**config.mk**
```make
export PLATFORM = sky130hd
export DESIGN_NAME = fsra_top
export DESIGN_NICKNAME = d
export VERILOG_FILES = /design/src/fsra_pkg.sv /design/src/fsra_top.sv /design/src/fsra_sync.sv /design/src/fsra_wtimer.sv
export VERILOG_INCLUDE_DIRS = /design/src /design/src/src
export SDC_FILE = /design/constraint.sdc
export NUM_CORES = 1
export LEC_CHECK = 0
export ABC_AREA = 0
export ABC_CLOCK_PERIOD_IN_PS = 3200
export CELL_PAD_IN_SITES_DETAIL_PLACEMENT = 0
export CELL_PAD_IN_SITES_GLOBAL_PLACEMENT = 2
export CORE_ASPECT_RATIO = 1.25
export CORE_MARGIN = 1.5
export CORE_UTILIZATION = 39
export DETAILED_ROUTE_END_ITERATION = 6
export DONT_BUFFER_PORTS = 1
export PLACE_DENSITY = 0.77
export SLEW_MARGIN = 20
export SYNTH_ARGS = -nofsm -noshare
export SYNTH_HDL_FRONTEND = slang
export SYNTH_HIERARCHICAL = 1
export SYNTH_SLANG_ARGS = --single-unit
```
**constraint.sdc**
```tcl
create_clock -name clk_sys -period 3.2 [get_ports clk_sys]
set_input_delay 0.64 -clock clk_sys [delete_from_list [all_inputs] [get_ports clk_sys]]
set_output_delay 0.64 -clock clk_sys [all_outputs]
set_load 0.01 [all_outputs]
```
**src/fsra_cfg.svh**
```systemverilog
// constants of the flash status register access block
`ifndef FSRA_CFG_SVH
`define FSRA_CFG_SVH

// opcodes taken by the status path
`define FSRA_OP_WRITE_STATUS 8'h01
`define FSRA_OP_WRITE_DISABLE 8'h04
`define FSRA_OP_READ_FIRST 8'h05
`define FSRA_OP_WRITE_ENABLE 8'h06
`define FSRA_OP_READ_SECOND 8'h09
`define FSRA_OP_READ_THIRD 8'h95
`define FSRA_OP_ENTER_QUAD 8'h38
`define FSRA_OP_EXIT_QUAD 8'hff
`define FSRA_OP_WRITE_THIRD 8'hc0

// frame lengths in link bits
`define FSRA_BITS_OPCODE 5'h08
`define FSRA_BITS_WITH_DATA 5'h10
`define FSRA_BITS_SAT 5'h1b
`define FSRA_BITS_MAX 5'h1f

// timing
`define FSRA_CLK_PERIOD_NS 50
`define FSRA_TW_NS 5000000

// reset values
`define FSRA_PIN_RESET 7'h30
`define FSRA_DUMMY_RESET 2'h0
`define FSRA_DRIVE_RESET 2'h0
`define FSRA_DQ_RELEASED 4'hf
`define FSRA_DQ_SINGLE_OUT 4'hd
`define FSRA_DQ_QUAD_OUT 4'h0

// dummy byte counts per field code
`define FSRA_DUMMY_CODE_00 3'h3
`define FSRA_DUMMY_CODE_01 3'h2
`define FSRA_DUMMY_CODE_10 3'h4
`define FSRA_DUMMY_CODE_11 3'h5

`endif

```
**src/fsra_pkg.sv**
```systemverilog
// types of the flash status register access block
package fsra_pkg;

  // link frame states
  typedef enum logic [1:0] {
    ST_IDLE = 2'b00,
    ST_OPC = 2'b01,
    ST_DATA = 2'b10,
    ST_READ = 2'b11
  } fsra_state_type;

  // pins sampled from the link
  typedef struct packed {
    logic sck;
    logic cs_n;
    logic wp_n;
    logic [3:0] dq;
  } fsra_pin_in_type;

  // data pin drive, enable low drives
  typedef struct packed {
    logic [3:0] dq_o;
    logic [3:0] dq_oe_n;
  } fsra_pin_out_type;

  // protection bits, ordered as data bits 7:2 of a normal status write
  typedef struct packed {
    logic status_protect_bit;
    logic boot_lock_granularity;
    logic top_bottom_select;
    logic block_protect_hi;
    logic block_protect_mid;
    logic block_protect_lo;
  } fsra_prot_type;

  // one-time bits of the otp layout
  typedef struct packed {
    logic security_page0_lock;
    logic pin_function_disable;
    logic complement_protect;
    logic boot_lock_enable;
    logic security_page1_lock;
    logic security_page2_lock;
  } fsra_otp_type;

endpackage : fsra_pkg

```
**src/fsra_top.sv**
```systemverilog
// status register command path of a serial flash, sampled on the system clock
`timescale 1ns/10ps
`default_nettype none
`include "fsra_cfg.svh"

// Functional notes
// - opcode 09h returns the second status byte at any time, suspend included.
// - while chip select stays low the status byte repeats for polling.
// - bit 0 of the second byte mirrors bit 0 of the first byte.
// - erase suspended flag sets on erase suspend, clears on erase resume.
// - program suspended flag sets on program suspend, clears on program resume.
// - reserved bits 1 and 7:4 of the second byte read zero.
// - volatile status bits clear to zero at reset.
// - opcode 95h returns the third status byte at any time.
// - in four-wire mode each dummy byte counts as two clocks.
// - drive field bits 3:2: 2/3, full, 1/2, 1/3; default 00.
// - third byte bits 7, 6, 1 and 0 are reserved.
// - status write 01h needs the write enable latch set beforehand.
// - status write is opcode plus one byte; any other length is dropped.
// - status write leaves status bit 0 untouched; bit 1 is written only as the page 2 lock in otp mode without volatile enable.
// - chip select rise starts a timed cycle; busy high, then latch cleared.
// - outside otp mode, status write updates protection size bits and status protect bit.
// - hardware protected mode refuses every 01h status write; the c0h third byte write still goes through.
// - otp mode without volatile enable only sets one-time bits, once each.
// - after 38h the status commands run on the four-wire sequence.
// - hardware protection holds when status protect is one and protect pin low, outside quad mode and with the pin function enabled.
// - with the write enable latch clear every status write is rejected.
module fsra_top #(
  parameter int unsigned TW_NS = `FSRA_TW_NS
) (
  input wire logic clk_sys,
  input wire logic srst,
  input wire logic sck,
  input wire logic cs_n,
  input wire logic wp_n,
  input wire logic [3:0] dq_i,
  output fsra_pkg::fsra_pin_out_type dq_drv,
  input wire logic array_busy,
  input wire logic erase_suspend_evt,
  input wire logic erase_resume_evt,
  input wire logic program_suspend_evt,
  input wire logic program_resume_evt,
  input wire logic otp_mode,
  input wire logic volatile_status_en,
  output fsra_pkg::fsra_prot_type prot_o,
  output fsra_pkg::fsra_otp_type otp_o,
  output logic write_enable_latch,
  output logic busy_flag,
  output logic quad_mode,
  output logic [5:0] dummy_clocks,
  output logic [1:0] drive_strength
);
  import fsra_pkg::*;

  // cycle count of the timed write, least time rounded up
  localparam int unsigned TW_CYC_RAW = (TW_NS + `FSRA_CLK_PERIOD_NS - 1) / `FSRA_CLK_PERIOD_NS;
  localparam int unsigned TW_CYC = (TW_CYC_RAW < 1) ? 1 : TW_CYC_RAW;

  // ----------------------------------------------------------------
  // pin sampling
  // ----------------------------------------------------------------
  fsra_pin_in_type pin_raw;
  fsra_pin_in_type pin_s;
  assign pin_raw = '{sck: sck, cs_n: cs_n, wp_n: wp_n, dq: dq_i};

  fsra_sync #(
    .WIDTH(7),
    .RESET_VAL(`FSRA_PIN_RESET)
  ) u_sync (
    .clk_sys(clk_sys),
    .srst(srst),
    .d(pin_raw),
    .q(pin_s)
  );

  // ----------------------------------------------------------------
  // state
  // ----------------------------------------------------------------
  fsra_state_type state_r, state_nxt;
  logic sck_prev_r, sck_prev_nxt;
  logic [4:0] bits_r, bits_nxt;
  logic [7:0] shift_r, shift_nxt;
  logic [7:0] op_r, op_nxt;
  logic [7:0] pend_r, pend_nxt;
  logic [7:0] obyte_r, obyte_nxt;
  logic [2:0] opos_r, opos_nxt;
  logic write_enable_latch_r, write_enable_latch_nxt;
  logic quad_r, quad_nxt;
  fsra_prot_type prot_r, prot_nxt;
  fsra_otp_type otp_r, otp_nxt;
  logic erase_suspended_flag_r, erase_suspended_flag_nxt;
  logic program_suspended_flag_r, program_suspended_flag_nxt;
  logic [1:0] dummy_r, dummy_nxt;
  logic [1:0] drive_r, drive_nxt;
  logic [5:0] dclk_r, dclk_nxt;
  fsra_pin_out_type drv_r, drv_nxt;

  logic sck_rise, sck_fall;
  logic [4:0] bits_sum;
  logic [7:0] shift_in;
  logic busy_w, hw_protected, wt_start, wt_busy, wt_done;
  logic [7:0] sr1, sr2, sr3, cur_byte, out_src;
  logic [2:0] dummy_bytes;

  // edges come from the second sync stage against its own history
  assign sck_rise = pin_s.sck && !sck_prev_r;
  assign sck_fall = !pin_s.sck && sck_prev_r;
  assign bits_sum = (bits_r > `FSRA_BITS_SAT) ? `FSRA_BITS_MAX :
                    bits_r + (quad_r ? 5'h04 : 5'h01);
  // four-wire mode takes a nibble per clock, else one bit on dq0
  assign shift_in = quad_r ? {shift_r[3:0], pin_s.dq} : {shift_r[6:0], pin_s.dq[0]};

  // ----------------------------------------------------------------
  // status bytes
  // ----------------------------------------------------------------
  assign busy_w = array_busy || wt_busy;
  // protect pin has no meaning once disabled or used as a quad data line
  assign hw_protected = prot_r.status_protect_bit && !pin_s.wp_n &&
                        !otp_r.pin_function_disable && !quad_r;
  assign sr1 = otp_mode ?
    {otp_r.security_page0_lock, otp_r.pin_function_disable, 1'b0, otp_r.complement_protect,
     otp_r.boot_lock_enable, otp_r.security_page1_lock, otp_r.security_page2_lock, busy_w} :
    {prot_r, write_enable_latch_r, busy_w};
  assign sr2 = {4'h0, program_suspended_flag_r, erase_suspended_flag_r, 1'b0, busy_w};
  assign sr3 = {2'h0, dummy_r, drive_r, 2'h0};

  // byte picked by the opcode; sampled fresh at every byte boundary
  always_comb begin
    cur_byte = sr1;
    if (op_r == `FSRA_OP_READ_SECOND) begin
      cur_byte = sr2;
    end else if (op_r == `FSRA_OP_READ_THIRD) begin
      cur_byte = sr3;
    end
  end
  assign out_src = (opos_r == 3'h0) ? cur_byte : obyte_r;

  // dummy byte count from the field code
  always_comb begin
    unique case (dummy_r)
      2'b00: dummy_bytes = `FSRA_DUMMY_CODE_00;
      2'b01: dummy_bytes = `FSRA_DUMMY_CODE_01;
      2'b10: dummy_bytes = `FSRA_DUMMY_CODE_10;
      2'b11: dummy_bytes = `FSRA_DUMMY_CODE_11;
    endcase
  end

  // ----------------------------------------------------------------
  // timed write cycle
  // ----------------------------------------------------------------
  fsra_wtimer #(
    .CYCLES(TW_CYC)
  ) u_wtimer (
    .clk_sys(clk_sys),
    .srst(srst),
    .start(wt_start),
    .busy(wt_busy),
    .done(wt_done)
  );

  // ----------------------------------------------------------------
  // frame decoder, status bits and output shifter
  // ----------------------------------------------------------------
  always_comb begin
    state_nxt = state_r;
    sck_prev_nxt = pin_s.sck;
    bits_nxt = bits_r;
    shift_nxt = shift_r;
    op_nxt = op_r;
    pend_nxt = pend_r;
    obyte_nxt = obyte_r;
    opos_nxt = opos_r;
    write_enable_latch_nxt = write_enable_latch_r;
    quad_nxt = quad_r;
    prot_nxt = prot_r;
    otp_nxt = otp_r;
    erase_suspended_flag_nxt = erase_suspended_flag_r;
    program_suspended_flag_nxt = program_suspended_flag_r;
    dummy_nxt = dummy_r;
    drive_nxt = drive_r;
    drv_nxt = drv_r;
    wt_start = 1'b0;
    // quad quadruples the byte rate, so twice per byte instead of eight
    dclk_nxt = quad_r ? {2'h0, dummy_bytes, 1'b0} : {dummy_bytes, 3'h0};

    // resume clears, a suspend in the same cycle still wins
    if (erase_resume_evt) begin
      erase_suspended_flag_nxt = 1'b0;
    end
    if (erase_suspend_evt) begin
      erase_suspended_flag_nxt = 1'b1;
    end
    if (program_resume_evt) begin
      program_suspended_flag_nxt = 1'b0;
    end
    if (program_suspend_evt) begin
      program_suspended_flag_nxt = 1'b1;
    end

    unique case (state_r)
      ST_IDLE: begin
        if (!pin_s.cs_n) begin
          state_nxt = ST_OPC;
          bits_nxt = 5'h00;
        end
      end
      ST_OPC, ST_DATA: begin
        if (pin_s.cs_n) begin
          state_nxt = ST_IDLE;
          // one-byte commands act only on an exact opcode frame
          if (state_r == ST_DATA && bits_r == `FSRA_BITS_OPCODE && !busy_w) begin
            if (op_r == `FSRA_OP_WRITE_ENABLE) begin
              write_enable_latch_nxt = 1'b1;
            end
            if (op_r == `FSRA_OP_WRITE_DISABLE) begin
              write_enable_latch_nxt = 1'b0;
            end
            if (op_r == `FSRA_OP_ENTER_QUAD) begin
              quad_nxt = 1'b1;
            end
            if (op_r == `FSRA_OP_EXIT_QUAD) begin
              quad_nxt = 1'b0;
            end
          end
          // writes need exactly opcode plus one byte and the latch set
          if (state_r == ST_DATA && bits_r == `FSRA_BITS_WITH_DATA &&
              write_enable_latch_r && !busy_w) begin
            if (op_r == `FSRA_OP_WRITE_STATUS && !hw_protected) begin
              wt_start = 1'b1;
              pend_nxt = shift_r;
            end
            if (op_r == `FSRA_OP_WRITE_THIRD) begin
              dummy_nxt = shift_r[5:4];
              drive_nxt = shift_r[3:2];
              write_enable_latch_nxt = 1'b0;
            end
          end
        end else if (sck_rise) begin
          shift_nxt = shift_in;
          bits_nxt = bits_sum;
          if (state_r == ST_OPC && bits_sum == `FSRA_BITS_OPCODE) begin
            op_nxt = shift_in;
            opos_nxt = 3'h0;
            if (shift_in == `FSRA_OP_READ_FIRST || shift_in == `FSRA_OP_READ_SECOND ||
                shift_in == `FSRA_OP_READ_THIRD) begin
              state_nxt = ST_READ;
            end else begin
              state_nxt = ST_DATA;
            end
          end
        end
      end
      ST_READ: begin
        if (pin_s.cs_n) begin
          state_nxt = ST_IDLE;
          drv_nxt = '{dq_o: 4'h0, dq_oe_n: `FSRA_DQ_RELEASED};
        end else if (sck_fall) begin
          // msb first; the byte repeats for as long as the frame lasts
          if (quad_r) begin
            drv_nxt = '{dq_o: out_src[7:4], dq_oe_n: `FSRA_DQ_QUAD_OUT};
            obyte_nxt = {out_src[3:0], 4'h0};
            opos_nxt = opos_r + 3'h4;
          end else begin
            drv_nxt = '{dq_o: {2'h0, out_src[7], 1'b0}, dq_oe_n: `FSRA_DQ_SINGLE_OUT};
            obyte_nxt = {out_src[6:0], 1'b0};
            opos_nxt = opos_r + 3'h1;
          end
        end
      end
    endcase

    // end of the timed cycle commits the byte; bit 0 never comes from it, bit 1 only as the one-time page 2 lock
    if (wt_done) begin
      if (otp_mode && !volatile_status_en) begin
        // one-time bits can only go from zero to one
        otp_nxt.security_page0_lock = otp_r.security_page0_lock | pend_r[7];
        otp_nxt.pin_function_disable = otp_r.pin_function_disable | pend_r[6];
        otp_nxt.complement_protect = otp_r.complement_protect | pend_r[4];
        otp_nxt.boot_lock_enable = otp_r.boot_lock_enable | pend_r[3];
        otp_nxt.security_page1_lock = otp_r.security_page1_lock | pend_r[2];
        otp_nxt.security_page2_lock = otp_r.security_page2_lock | pend_r[1];
      end else if (otp_mode) begin
        otp_nxt.pin_function_disable = pend_r[6];
        otp_nxt.complement_protect = pend_r[4];
        otp_nxt.boot_lock_enable = pend_r[3];
      end else begin
        prot_nxt = fsra_prot_type'(pend_r[7:2]);
      end
      write_enable_latch_nxt = 1'b0;
    end
  end

  // every volatile bit returns to zero on reset
  always_ff @(posedge clk_sys) begin
    if (srst) begin
      state_r <= ST_IDLE;
      sck_prev_r <= 1'b0;
      bits_r <= 5'h00;
      shift_r <= 8'h00;
      op_r <= 8'h00;
      pend_r <= 8'h00;
      obyte_r <= 8'h00;
      opos_r <= 3'h0;
      write_enable_latch_r <= 1'b0;
      quad_r <= 1'b0;
      prot_r <= '0;
      otp_r <= '0;
      erase_suspended_flag_r <= 1'b0;
      program_suspended_flag_r <= 1'b0;
      dummy_r <= `FSRA_DUMMY_RESET;
      drive_r <= `FSRA_DRIVE_RESET;
      dclk_r <= 6'h00;
      drv_r <= '{dq_o: 4'h0, dq_oe_n: `FSRA_DQ_RELEASED};
    end else begin
      state_r <= state_nxt;
      sck_prev_r <= sck_prev_nxt;
      bits_r <= bits_nxt;
      shift_r <= shift_nxt;
      op_r <= op_nxt;
      pend_r <= pend_nxt;
      obyte_r <= obyte_nxt;
      opos_r <= opos_nxt;
      write_enable_latch_r <= write_enable_latch_nxt;
      quad_r <= quad_nxt;
      prot_r <= prot_nxt;
      otp_r <= otp_nxt;
      erase_suspended_flag_r <= erase_suspended_flag_nxt;
      program_suspended_flag_r <= program_suspended_flag_nxt;
      dummy_r <= dummy_nxt;
      drive_r <= drive_nxt;
      dclk_r <= dclk_nxt;
      drv_r <= drv_nxt;
    end
  end

  // outputs
  assign dq_drv = drv_r;
  assign prot_o = prot_r;
  assign otp_o = otp_r;
  assign write_enable_latch = write_enable_latch_r;
  assign busy_flag = busy_w;
  assign quad_mode = quad_r;
  assign dummy_clocks = dclk_r;
  assign drive_strength = drive_r;
endmodule : fsra_top

`default_nettype wire

```
**src/fsra_sync.sv**
```systemverilog
// two-stage synchroniser for a group of pin levels
`timescale 1ns/10ps
`default_nettype none

module fsra_sync #(
  parameter int unsigned WIDTH = 1,
  parameter logic [WIDTH-1:0] RESET_VAL = '0
) (
  input wire logic clk_sys,
  input wire logic srst,
  input wire logic [WIDTH-1:0] d,
  output logic [WIDTH-1:0] q
);
  logic [WIDTH-1:0] meta_r, meta_nxt;
  logic [WIDTH-1:0] hold_r, hold_nxt;

  // first stage feeds the second only
  always_comb begin
    meta_nxt = d;
    hold_nxt = meta_r;
  end

  always_ff @(posedge clk_sys) begin
    if (srst) begin
      meta_r <= RESET_VAL;
      hold_r <= RESET_VAL;
    end else begin
      meta_r <= meta_nxt;
      hold_r <= hold_nxt;
    end
  end

  assign q = hold_r;
endmodule : fsra_sync

`default_nettype wire

```
**src/fsra_wtimer.sv**
```systemverilog
// self-timed cycle counter for the status write
`timescale 1ns/10ps
`default_nettype none

module fsra_wtimer #(
  parameter int unsigned CYCLES = 1
) (
  input wire logic clk_sys,
  input wire logic srst,
  input wire logic start,
  output logic busy,
  output logic done
);
  logic [31:0] cnt_r, cnt_nxt;
  logic busy_r, busy_nxt;

  // load on start, count down, finish on the last busy cycle
  always_comb begin
    cnt_nxt = cnt_r;
    busy_nxt = busy_r;
    if (busy_r) begin
      if (cnt_r == 32'h1) begin
        busy_nxt = 1'b0;
        cnt_nxt = 32'h0;
      end else begin
        cnt_nxt = cnt_r - 32'h1;
      end
    end else if (start) begin
      busy_nxt = 1'b1;
      cnt_nxt = CYCLES[31:0];
    end
  end

  always_ff @(posedge clk_sys) begin
    if (srst) begin
      cnt_r <= 32'h0;
      busy_r <= 1'b0;
    end else begin
      cnt_r <= cnt_nxt;
      busy_r <= busy_nxt;
    end
  end

  assign busy = busy_r;
  assign done = busy_r && (cnt_r == 32'h1);
endmodule : fsra_wtimer

`default_nettype wire

```
==> results of run 1 <==
-- per-stage QoR --
| stage | cell area, um2 | instances |
|---|---|---|
| floorplan | 5850 | 658 |
| global placement | 5980 | 812 |
| detailed placement | 5980 | 812 |
| CTS | 6590 | 844 |
| global route | 6590 | 844 |
| finish | 6590 | 844 |
-- layout make-up --
cell class              instances  area (um2)  area share
multi-input cells             483        3200       0.486
flip-flops and latches        119        2380       0.362
clock buffers                  21         460      0.0699
well taps                     178         223      0.0338
clock inverters                11         148      0.0224
repair buffers                 14         105      0.0160
inverters                      18        67.6      0.0103
-- where the power goes --
group	internal, mW	switching (mW)	leakage, nW	total, mW
clock network	1.26	0.682	0.286	1.95
registers	1.50	0.00769	0.963	1.50
logic	0.0261	0.0342	1.25	0.0603
total	2.79	0.724	2.50	3.51
-- cells by family (layout without fill, tap and decap cells) --
group / Yosys count / after routing / synth area share
AOI/OAI and AO/OA: 126 / 126 / 0.151
xor gates and xnor gates: 14 / 14 / 0.0209
adders and majority gates: 15 / 15 / 0.0321
buffers and inverters: 56 / 64 / 0.0462
DFF: 119 / 119 / 0.407
muxes: 32 / 32 / 0.0560
other: 1 / 1 / 0.000641
and+or+nand+nor: 295 / 295 / 0.286
-- metal layers --
layer,wire length (um),GRT usage
met1,6340,0.231
met2,7730,0.340
met3,522,0.0446
met4,157,0.0606
met5,0,0
-- Yosys cell counts (all sizes together) (2+ instances only) --
master / count
buf: 20
o31ai: 8
a221oi: 5
nand2: 40
nand4: 14
nor4: 16
o22ai: 4
a31oi: 3
and2b: 4
and3: 5
o221ai: 2
nor3: 29
ha: 15
o41ai: 4
o211ai: 2
a22oi: 3
clkbuf: 18
nor3b: 3
mux2i: 26
nand2b: 9
a32oi: 8
or4b: 2
or3: 7
nand4b: 5
dfxtp: 119
a211oi: 4
a211o: 2
a21o: 8
and4bb: 3
nor4b: 6
xnor2: 13
nand3b: 8
or2: 14
o21ai: 21
nand3: 13
inv: 18
mux2: 6
nor2: 100
a311oi: 4
a21oi: 37
nor2b: 14
-- registers in the layout, indices dropped and copies added, names as in the netlist, 7 cells and up --
| signal | cells |
|---|---|
| u_wtimer/cnt_r | 32 |
| op_r | 8 |
| shift_r | 8 |
| obyte_r | 7 |
| pend_r | 7 |
| u_sync/hold_nxt | 7 |
| u_sync/q | 7 |
-- cell usage in the layout, fill, tap and decap left out, types with 5 or more instances in the layout --
cell type and instances:
nor2b_1 14, nand2_1 40, a221oi_1 5, nor2_1 87, a21oi_1 36, inv_1 17
dfxtp_1 119, o21ai_0 11, nor4_1 10, a21o_1 8, or3_1 7, nand2b_1 9
ha_1 15, xnor2_1 13, and3_1 5, buf_4 14, nor3_1 28, nand3b_1 8
clkbuf_16 17, nand4b_1 5, nor2_2 12, a32oi_1 8, nand3_1 13, mux2_2 6
o21ai_1 9, o31ai_1 7, mux2i_1 26, nand4_1 11, or2_1 8
-- worst register-to-register path: stages, from the launching register on --
cell      delay [ps]
dfxtp_1          390
inv_1             90
ha_1             300
and4bb_1         240
nand2_1          110
nor4_1           370
or2_1            270
nand4_1          230
nor4_1           340
xnor2_1          180
nor2_2            40
-- path summary, 6_finish.rpt --
path	startpoint	end	slack [ps]	depth (start not counted)
max	state_r[0]	u_wtimer/cnt_r[31]	510	10
min	srst	sck_prev_r	300	1
max reg2reg	state_r[0]	u_wtimer/cnt_r[31]	510	10
min reg2reg	u_sync/hold_nxt[5]	u_sync/q[5]	410	1
==> summary.md, run 1 <==
| Metric | Value |
|---|---|
| Via/cell ratio | `5.46` |
| CP Cell Sequence | `inv_1 > ha_1 > and4bb_1 > nand2_1 > nor4_1 > or2_1 > nand4_1 > nor4_1 > xnor2_1 > nor2_2` |
| Peak VDD IR | `341 uV` |
| Setup Viol. Count Final | `0` |
| Final worst path period share | `0.842` |
| Top Family by Delay on Critical Path | `simple AND/OR/NAND/NOR gates` |
| Cell count after synthesis | `658` |
| Num rows | `a little under 50` |
| Synth Register Bits | `119` |
| First-iteration detailed-routing DRC count | `288` |
| CTS Buf Count | `17` |
| RSZ-0062 raised after global routing | `false` |
| Crit path capture type | `flip-flop` |
| Worst slew pin tran | `roughly 570 ps` |
| Synthesized area per cell | `slightly below 9 um2` |
| DRC | `1` |
| CP max stage delay | `390 ps` |
| Die ar. | `approximately 16000 um2` |
| CP Launch Type | `flip-flop` |
| Crit path kind | `flip-flop to flip-flop` |
| Layout Utilization | `0.453` |
| Seq/Total Area, Yosys | `0.407` |
| First-pass iteration count of the detailed router | `6` |
| Vias in the first global route | `about 4400` |
| Slew HR | `0.621` |
| Post-CTS Hold Buffers | `0` |
| Vias | `4612` |
| Core area | `~15000 um2` |
| Tot Pwr | `3.51 mW` |
| Io pins | `47` |
| Post-Syn Area | `slightly below 6000 um2` |
| Nets | `684` |
| Hpwl dp | `around 10000 um` |
| Ys async rst share | `0` |
| Largest cells by area after synthesis | `dfxtp_1 (41%), nor2_1 (5.6%), mux2i_1 (4.4%)` |
| Worst path bufs/invs | `1` |
| CTS tree | `done` |
| P&R area growth vs syn | `12.5%` |
| Gpl congestion | `0.806` |
| Ant diodes | `0` |
| Crit path setup slack, layout | `505 ps` |
| PwrDens | `533 nW/um2` |
| Slowest cell on crit path | `dfxtp_1` |
| Wire per inst | `17.5 um` |
| Syn nets | `689` |
| Worst-skew pair later-pin latency | `410 ps` |
| Max-cap viol count | `0` |
| Max-slew violations | `0` |
| Max Clk Rate | `371 MHz` |
| Initial antenna violation count | `0` |
| GR Util All Layers | `0.193` |
| Min Clock Period, post-route | `2690 ps` |
| Largest net degree at the start of global routing | `98` |
| Antenna Violating Nets Remaining | `0` |
| Post-CTS sizing | `0` |
| Cell taking the most area after synthesis | `dfxtp_1` |
| Synth cell types | `80` |
| CP dominant cell by count | `nor4_1` |
| Clock sinks | `119` |
| Starting Density | `0.403` |
| YS warnings | `6` |
| Postcts setup bufs | `0` |
| Final Hold Fails | `0` |
| Worst EP required | `about 3500 ps` |
| Min Hold Slack | `about 300 ps` |
| TNS Setup | `0 ps` |
| Root Driver | `clkbuf_16` |
| Buffers on Ports | `0` |
| Wirelength, routed | `roughly 15000 um` |
| Share of cells above drive strength 1 | `0.134` |
| Status | `finished with violations` |
| Clk buf depth | `2` |
| CP Max Fanout | `5` |
| Die Y | `140 um` |
| Failing checks | `DRC` |
| # fillers | `1434` |
| First-pass GRT wire length | `23600 um` |
| Remaining Overflow, GRT | `0` |
| Top cell type's share of synthesized area | `0.407` |
| Worst Skew | `7.51 ps` |
| Die X | `113 um` |
| Leakage power total | `2.50 nW` |
| Number of flops mapped to enable cells by yosys | `0` |
| Worst-path clk slew | `~60 ps` |
| Pre-CTS setup slack | `514 ps` |
| Data arrival, critical path | `between 2000 and 3000 ps` |
| H-tree levels | `4` |
| Tightest Hold Check Type | `primary input to flip-flop` |
| Synth Flop Type | `dfxtp_1` |
(Power assumes the default switching activity.)
==> inputs of run 2 (changes only) <==
--- a/config.mk
+++ b/config.mk
@@ -7,15 +7,15 @@
 export NUM_CORES = 1
 export LEC_CHECK = 0
 export ABC_AREA = 0
-export ABC_CLOCK_PERIOD_IN_PS = 3200
+export ABC_CLOCK_PERIOD_IN_PS = 2400
 export CELL_PAD_IN_SITES_DETAIL_PLACEMENT = 0
 export CELL_PAD_IN_SITES_GLOBAL_PLACEMENT = 2
 export CORE_ASPECT_RATIO = 1.25
 export CORE_MARGIN = 1.5
-export CORE_UTILIZATION = 39
+export CORE_UTILIZATION = 36
 export DETAILED_ROUTE_END_ITERATION = 6
 export DONT_BUFFER_PORTS = 1
-export PLACE_DENSITY = 0.77
+export PLACE_DENSITY = 0.75
 export SLEW_MARGIN = 20
 export SYNTH_ARGS = -nofsm -noshare
 export SYNTH_HDL_FRONTEND = slang
==> constraint.sdc (replaced) <==
create_clock -name clk_sys -period 2.4 [get_ports clk_sys]
set_input_delay 0.48 -clock clk_sys [delete_from_list [all_inputs] [get_ports clk_sys]]
set_output_delay 0.48 -clock clk_sys [all_outputs]
set_load 0.01 [all_outputs]
==> run 2 against run 1 <==
Net effect:
- the flow now finishes without violations
- wire length up 2.3%
- clock skew up 1.8 ps
- via count up 4.8%
- sequential share of layout area down 1.6 points
- register-to-register slack worse by 360 ps
- maximum frequency up 20%
- sequential power up 33%
- setup slack worse by 360 ps
- flip-flop and latch count unchanged
- critical path depth unchanged
- global-route usage down 0.59 points
- final cell count up 7.5%
- largest cell class unchanged
==> summary.md, run 2 (synthesized netlist as in run 1, its figures left out) <==
| Metric | Value |
|---|---|
| Vias | `4835` |
| Worst-path clk slew | `roughly 50 ps` |
| Tot Pwr | `4.49 mW` |
| Top flop regs | `u_wtimer/cnt_r (32), op_r (8), shift_r (8)` |
| Buffers on Ports | `0` |
| CTS Buf Count | `17` |
| CP Max Fanout | `5` |
| Wire per inst | `16.6 um` |
| Highest routed layer | `met4` |
| Most frequent cells in the layout | `dfxtp_1 (117), nor2_1 (87), buf_4 (43), nand2_1 (39), a21oi_1 (36)` |
| Remaining Overflow, GRT | `0` |
| Final worst path period share | `0.938` |
| Die Y | `146 um` |
| Root Driver | `clkbuf_16` |
| DRC | `0` |
| Largest Register | `u_wtimer/cnt_r` |
| Status | `finished clean` |
| Die X | `between 100 and 150 um` |
| Worst-skew pair later-pin latency | `420 ps` |
| Largest register FFs | `32` |
| Post-CTS Hold Buffers | `0` |
| Crit path kind | `flip-flop to flip-flop` |
| GR Util All Layers | `0.187` |
| Slew HR | `0.650` |
| Hpwl dp | `10900 um` |
| CTS tree | `done` |
| Met1 wire length | `between 6000 and 7000 um` |
| Max-cap viol count | `0` |
| Tightest Hold Check Type | `primary input to flip-flop` |
| Starting Density | `0.371` |
| First-pass GRT wire length | `approximately 25000 um` |
| Leakage power total | `2.67 nW` |
| Largest net degree at the start of global routing | `98` |
| Worst slew pin tran | `522 ps` |
| Data arrival, critical path | `2560 ps` |
| Via/cell ratio | `5.33` |
| H-tree levels | `4` |
| Most common cell after layout, fill and taps aside | `dfxtp_1` |
| Num rows | `51` |
| Crit path capture type | `flip-flop` |
| Clock sinks | `roughly 120` |
| Worst EP required | `2710 ps` |
| Peak VDD IR | `approximately 440 uV` |
| Core area | `15800 um2` |
| Max-slew violations | `0` |
| Final Hold Fails | `0` |
| Clk buf depth | `2` |
| Setup Viol. Count Final | `0` |
| Antenna Violating Nets Remaining | `0` |
| Wirelength, routed | `15100 um` |
| CP Launch Type | `flip-flop` |
| P&R area growth vs syn | `17.9%` |
| Met3 wire len | `559 um` |
| First-pass iteration count of the detailed router | `6` |
| Max Clk Rate | `around 440 MHz` |
| PwrDens | `between 600 and 700 nW/um2` |
| Worst Skew | `9.35 ps` |
| Initial antenna violation count | `0` |
| Vias in the first global route | `approximately 4700` |
| WL met2 | `7890 um` |
| Ant diodes | `0` |
| First-iteration detailed-routing DRC count | `315` |
| TNS Setup | `0 ps` |
| Share of cells above drive strength 1 | `0.191` |
| Io pins | `47` |
| Die ar. | `17000 um2` |
| RSZ-0062 raised after global routing | `true` |
| Min Clock Period, post-route | `approximately 2300 ps` |
| Gpl congestion | `0.784` |
| Nets | `714` |
==> run 2: layer usage <==
metal | vias up | GRT usage
li1 | 2423 | -
met1 | 2309 | 0.221
met2 | 86 | 0.324
met3 | 17 | 0.0512
met4 | 0 | 0.0596
met5 | - | 0
==> run 2: layout make-up <==
cell class                      instances  area (um2)
Fill cell                            1618        8860
Multi-Input combinational cell        483        3280
Sequential cell                       119        2380
Clock buffer                           19         453
Timing Repair Buffer                   44         343
Tap cell                              212         265
Clock inverter                         12         104
Inverter                               18        67.6
==> run 2: metrics by stage <==
stage	cells	setup WS (ps)	instance area, um2	hold WS [ps]	utilization
floorplan	658	12.2	5900	383	-
global placement	876	-5.63	6300	389	0.400
detailed placement	876	-54.9	6300	388	0.400
CTS	907	6.44	6870	125	0.436
global route	907	-16.8	6900	142	0.438
finish	907	149	6900	144	0.438
==> run 2: path summary, 6_finish.rpt <==
check / start / depth (start not counted) / slack [ps] / endpoint
worst max-delay path: state_r[1] / 10 / 150 / u_wtimer/cnt_r[25]
worst max register to register: state_r[1] / 10 / 150 / u_wtimer/cnt_r[25]
worst min-delay path: srst / 1 / 140 / u_sync/hold_nxt[0]
worst min register to register: u_sync/hold_nxt[4] / 1 / 400 / u_sync/q[4]
==> run 2: repair_timing <==
item / CTS / global route
buffers inserted: 0 / 0
endpoints found under the hold margin: 0 / 0
setup endpoints to repair: 2 / 13
pin swaps: 1 / 5
gates resized for setup: 1 / 6
==> run 2: critical path: stages (launching register included) <==
cell and delay [ps]:
dfxtp_2 340, inv_2 60, ha_4 260, and4bb_1 230, nand2_2 90, nor4_4 160
or2_4 180, nand4_1 240, nor4_2 350, xnor2_1 180, nor2_2 40
==> run 2: where the power goes <==
group	leakage, nW	switching, mW	total, mW	internal [mW]
Clock	0.271	0.922	2.39	1.46
Combinational	1.44	0.0507	0.0981	0.0474
Sequential	0.964	0.00916	2.00	2.00
Total	2.67	0.982	4.49	3.51
==> inputs of run 3 (changes only) <==
--- a/config.mk
+++ b/config.mk
@@ -7,15 +7,15 @@
 export NUM_CORES = 1
 export LEC_CHECK = 0
 export ABC_AREA = 0
-export ABC_CLOCK_PERIOD_IN_PS = 2400
+export ABC_CLOCK_PERIOD_IN_PS = 2100
 export CELL_PAD_IN_SITES_DETAIL_PLACEMENT = 0
 export CELL_PAD_IN_SITES_GLOBAL_PLACEMENT = 2
-export CORE_ASPECT_RATIO = 1.25
+export CORE_ASPECT_RATIO = 1.75
 export CORE_MARGIN = 1.5
-export CORE_UTILIZATION = 36
+export CORE_UTILIZATION = 39
 export DETAILED_ROUTE_END_ITERATION = 6
 export DONT_BUFFER_PORTS = 1
-export PLACE_DENSITY = 0.75
+export PLACE_DENSITY = 0.77
 export SLEW_MARGIN = 20
 export SYNTH_ARGS = -nofsm -noshare
 export SYNTH_HDL_FRONTEND = slang
==> constraint.sdc (replaced) <==
create_clock -name clk_sys -period 2.1 [get_ports clk_sys]
set_input_delay 0.42 -clock clk_sys [delete_from_list [all_inputs] [get_ports clk_sys]]
set_output_delay 0.42 -clock clk_sys [all_outputs]
set_load 0.01 [all_outputs]
==> run 3 against run 2 <==
Net effect:
- the run now ends with setup timing left
- sequential power rose by 14%
- clock power up 33%
- combinational power grew 25%
- flip-flop and latch count is the same
- register-to-register slack worse by 150 ps
- non-clock buffer count increased by 55
- worst hold slack worse by 73 ps
==> summary.md, run 3 (synthesized netlist as in run 1, its figures left out) <==
| Metric | Value |
|---|---|
| Via/cell ratio | `roughly 5.5` |
| Hpwl dp | `12700 um` |
| CP Cell Sequence | `or4b_4 > nand3_2 > nor4_4 > or2_4 > buf_4 > buf_4 > nor2_4 > a31oi_1 > a21oi_1` |
| Worst EP required | `2440 ps` |
| Largest register FFs | `32` |
| Vias | `5144` |
| Largest net degree at the start of global routing | `98` |
| Reg2reg end | `u_wtimer/cnt_r[28]` |
| First-pass GRT wire length | `26600 um` |
| Gpl congestion | `0.816` |
| Wirelength, routed | `approximately 17000 um` |
| Post-CTS Hold Buffers | `0` |
| Clk buf depth | `2` |
| First-pass iteration count of the detailed router | `5` |
| Crit path setup slack, layout | `-2.46 ps` |
| Initial antenna violation count | `0` |
| Final Hold Fails | `0` |
| Tot Pwr | `5.60 mW` |
| Starting Density | `0.396` |
| CP Max Fanout | `6` |
| CTS Buf Count | `17` |
| P&R area growth vs syn | `30.5%` |
| Worst-skew pair later-pin latency | `410 ps` |
| Buffers on Ports | `0` |
| Peak VDD IR | `about 500 uV` |
| Status | `finished with violations` |
| Vias in the first global route | `5111` |
| Pre-CTS setup slack | `-305 ps` |
| Slowest cell on crit path | `or4b_4` |
| Non-Filler Instances | `934` |
| DP Cell Count | `between 800 and 900` |
| First-iteration detailed-routing DRC count | `240` |
| # fillers | `1452` |
| Reg2reg start | `quad_mode` |
| Core area | `14800 um2` |
| Tightest Hold Check Type | `primary input to flip-flop` |
| H-tree levels | `4` |
| CP max stage delay | `between 500 and 600 ps` |
| Reg2Reg Depth | `9` |
| Most frequent cells in the layout | `dfxtp_1 (112), buf_4 (92), nor2_1 (83), nand2_1 (38), a21oi_1 (36)` |
| Io pins | `47` |
| Hold path startpoint | `srst` |
| Register-to-Register Setup Slack | `-2 ps` |
| Die ar. | `15800 um2` |
| Final worst path period share | `1.00` |
| Leakage power total | `3.02 nW` |
| Die Y | `165 um` |
| Worst Skew | `10.5 ps` |
| DRC | `0` |
| Data arrival, critical path | `2440 ps` |
| Crit path from | `quad_mode` |
| PwrDens | `733 nW/um2` |
| Max-slew violations | `0` |
| Setup Viol. Count Final | `2` |
| Num rows | `a little under 60` |
| Max-cap viol count | `0` |
| RSZ-0062 raised after global routing | `true` |
| CP Launch Type | `flip-flop` |
| Remaining Overflow, GRT | `0` |
| Root Driver | `clkbuf_16` |
| Wire per inst | `18.3 um` |
| Hold path depth | `1` |
| GR Util All Layers | `0.225` |
| CP dominant cell by count | `buf_4` |
| Top flop regs | `u_wtimer/cnt_r (32), op_r (8), shift_r (8)` |
| CTS tree | `done` |
| Design Area, Final | `7640 um2` |
| Min Clock Period, post-route | `2100 ps` |
| Hold EP | `u_wtimer/cnt_r[1]` |
| Largest Register | `u_wtimer/cnt_r` |
| Share of cells above drive strength 1 | `0.298` |
| Nets | `769` |
| Antenna Violating Nets Remaining | `0` |
| Die X | `95.6 um` |
| Worst-path clk slew | `60 ps` |
| Failing checks | `setup timing` |
| Crit path kind | `flip-flop to flip-flop` |
| Ant diodes | `0` |
| Crit path capture type | `flip-flop` |
| Most common cell after layout, fill and taps aside | `dfxtp_1` |
| Clock sinks | `119` |
| Placed Instance Area | `6630 um2` |
| Max Clk Rate | `about 480 MHz` |
run 3: cell types whose count changed in the layout (fill, tap and decap cells not counted), moves of 4 or more:
cell / previous run / this run
nor3_1: 28 / 22
nor3_2: 0 / 4
clkinv_2: 5 / 1
bufinv_16: 1 / 5
dfxtp_1: 117 / 112
nor2_1: 87 / 83
buf_6: 0 / 5
buf_4: 43 / 92
dfxtp_2: 2 / 6
run 3: what timing repair did:
| item | in CTS | in global routing |
|---|---|---|
| setup endpoints to repair | 45 | 56 |
| endpoints found under the hold margin | 0 | 0 |
| gates resized for setup | 28 | 29 |
| pin swaps | 8 | 15 |
| setup buffers | 5 | 8 |
run 3: area by class of cell:
cell class | instances | area, um2 | area share
repair buffers | 99 | 787 | 0.103
flip-flops and latches | 119 | 2390 | 0.313
inverters | 18 | 67.6 | 0.00884
clock buffers | 18 | 429 | 0.0562
well taps | 183 | 229 | 0.0300
clock inverters | 14 | 223 | 0.0291
multi-input cells | 483 | 3510 | 0.460
run 3: power by group:
part	internal [mW]	total [mW]	leakage (nW)	switching, mW
Sequential	2.28	2.29	0.967	0.0107
Combinational	0.0597	0.123	1.74	0.0633
Clock	2.12	3.19	0.311	1.07
run 3: metal layers:
layer  GRT usage  share of wire
met1       0.234           0.38
met2       0.421           0.56
met3      0.0430          0.029
met4       0.101          0.028
met5           0              0
run 3: how the worst max path moves through the flow:
| stage | to | slack (ps) | cells past startpoint |
|---|---|---|---|
| final | u_wtimer/cnt_r[28] | -2 | 9 |
| after global routing | u_wtimer/cnt_r[24] | -120 | 9 |
| after CTS | u_wtimer/cnt_r[19] | -100 | 10 |
| after detailed placement | u_wtimer/cnt_r[26] | -300 | 10 |
| after global placement | u_wtimer/cnt_r[26] | -160 | 10 |
| after floorplan | u_wtimer/cnt_r[24] | -200 | 11 |
run 3: per-stage QoR:
stage	setup TNS [ps]	util	hold WS, ps
after CTS	-724	0.504	67.0
after detailed placement	-3650	0.449	407
after floorplan	-1640	-	383
after global routing	-875	0.518	64.1
after global placement	-2230	0.449	397
final	-2.95	0.518	71.5
run 3: critical path: cells and delay by family, from the launching register on:
family | cells | cell delay, ps
AND/OR/NAND/NOR | 5 | 1170
buffers and inverters | 2 | 270
flip-flops | 1 | 370
AO/OA/AOI/OAI | 2 | 220
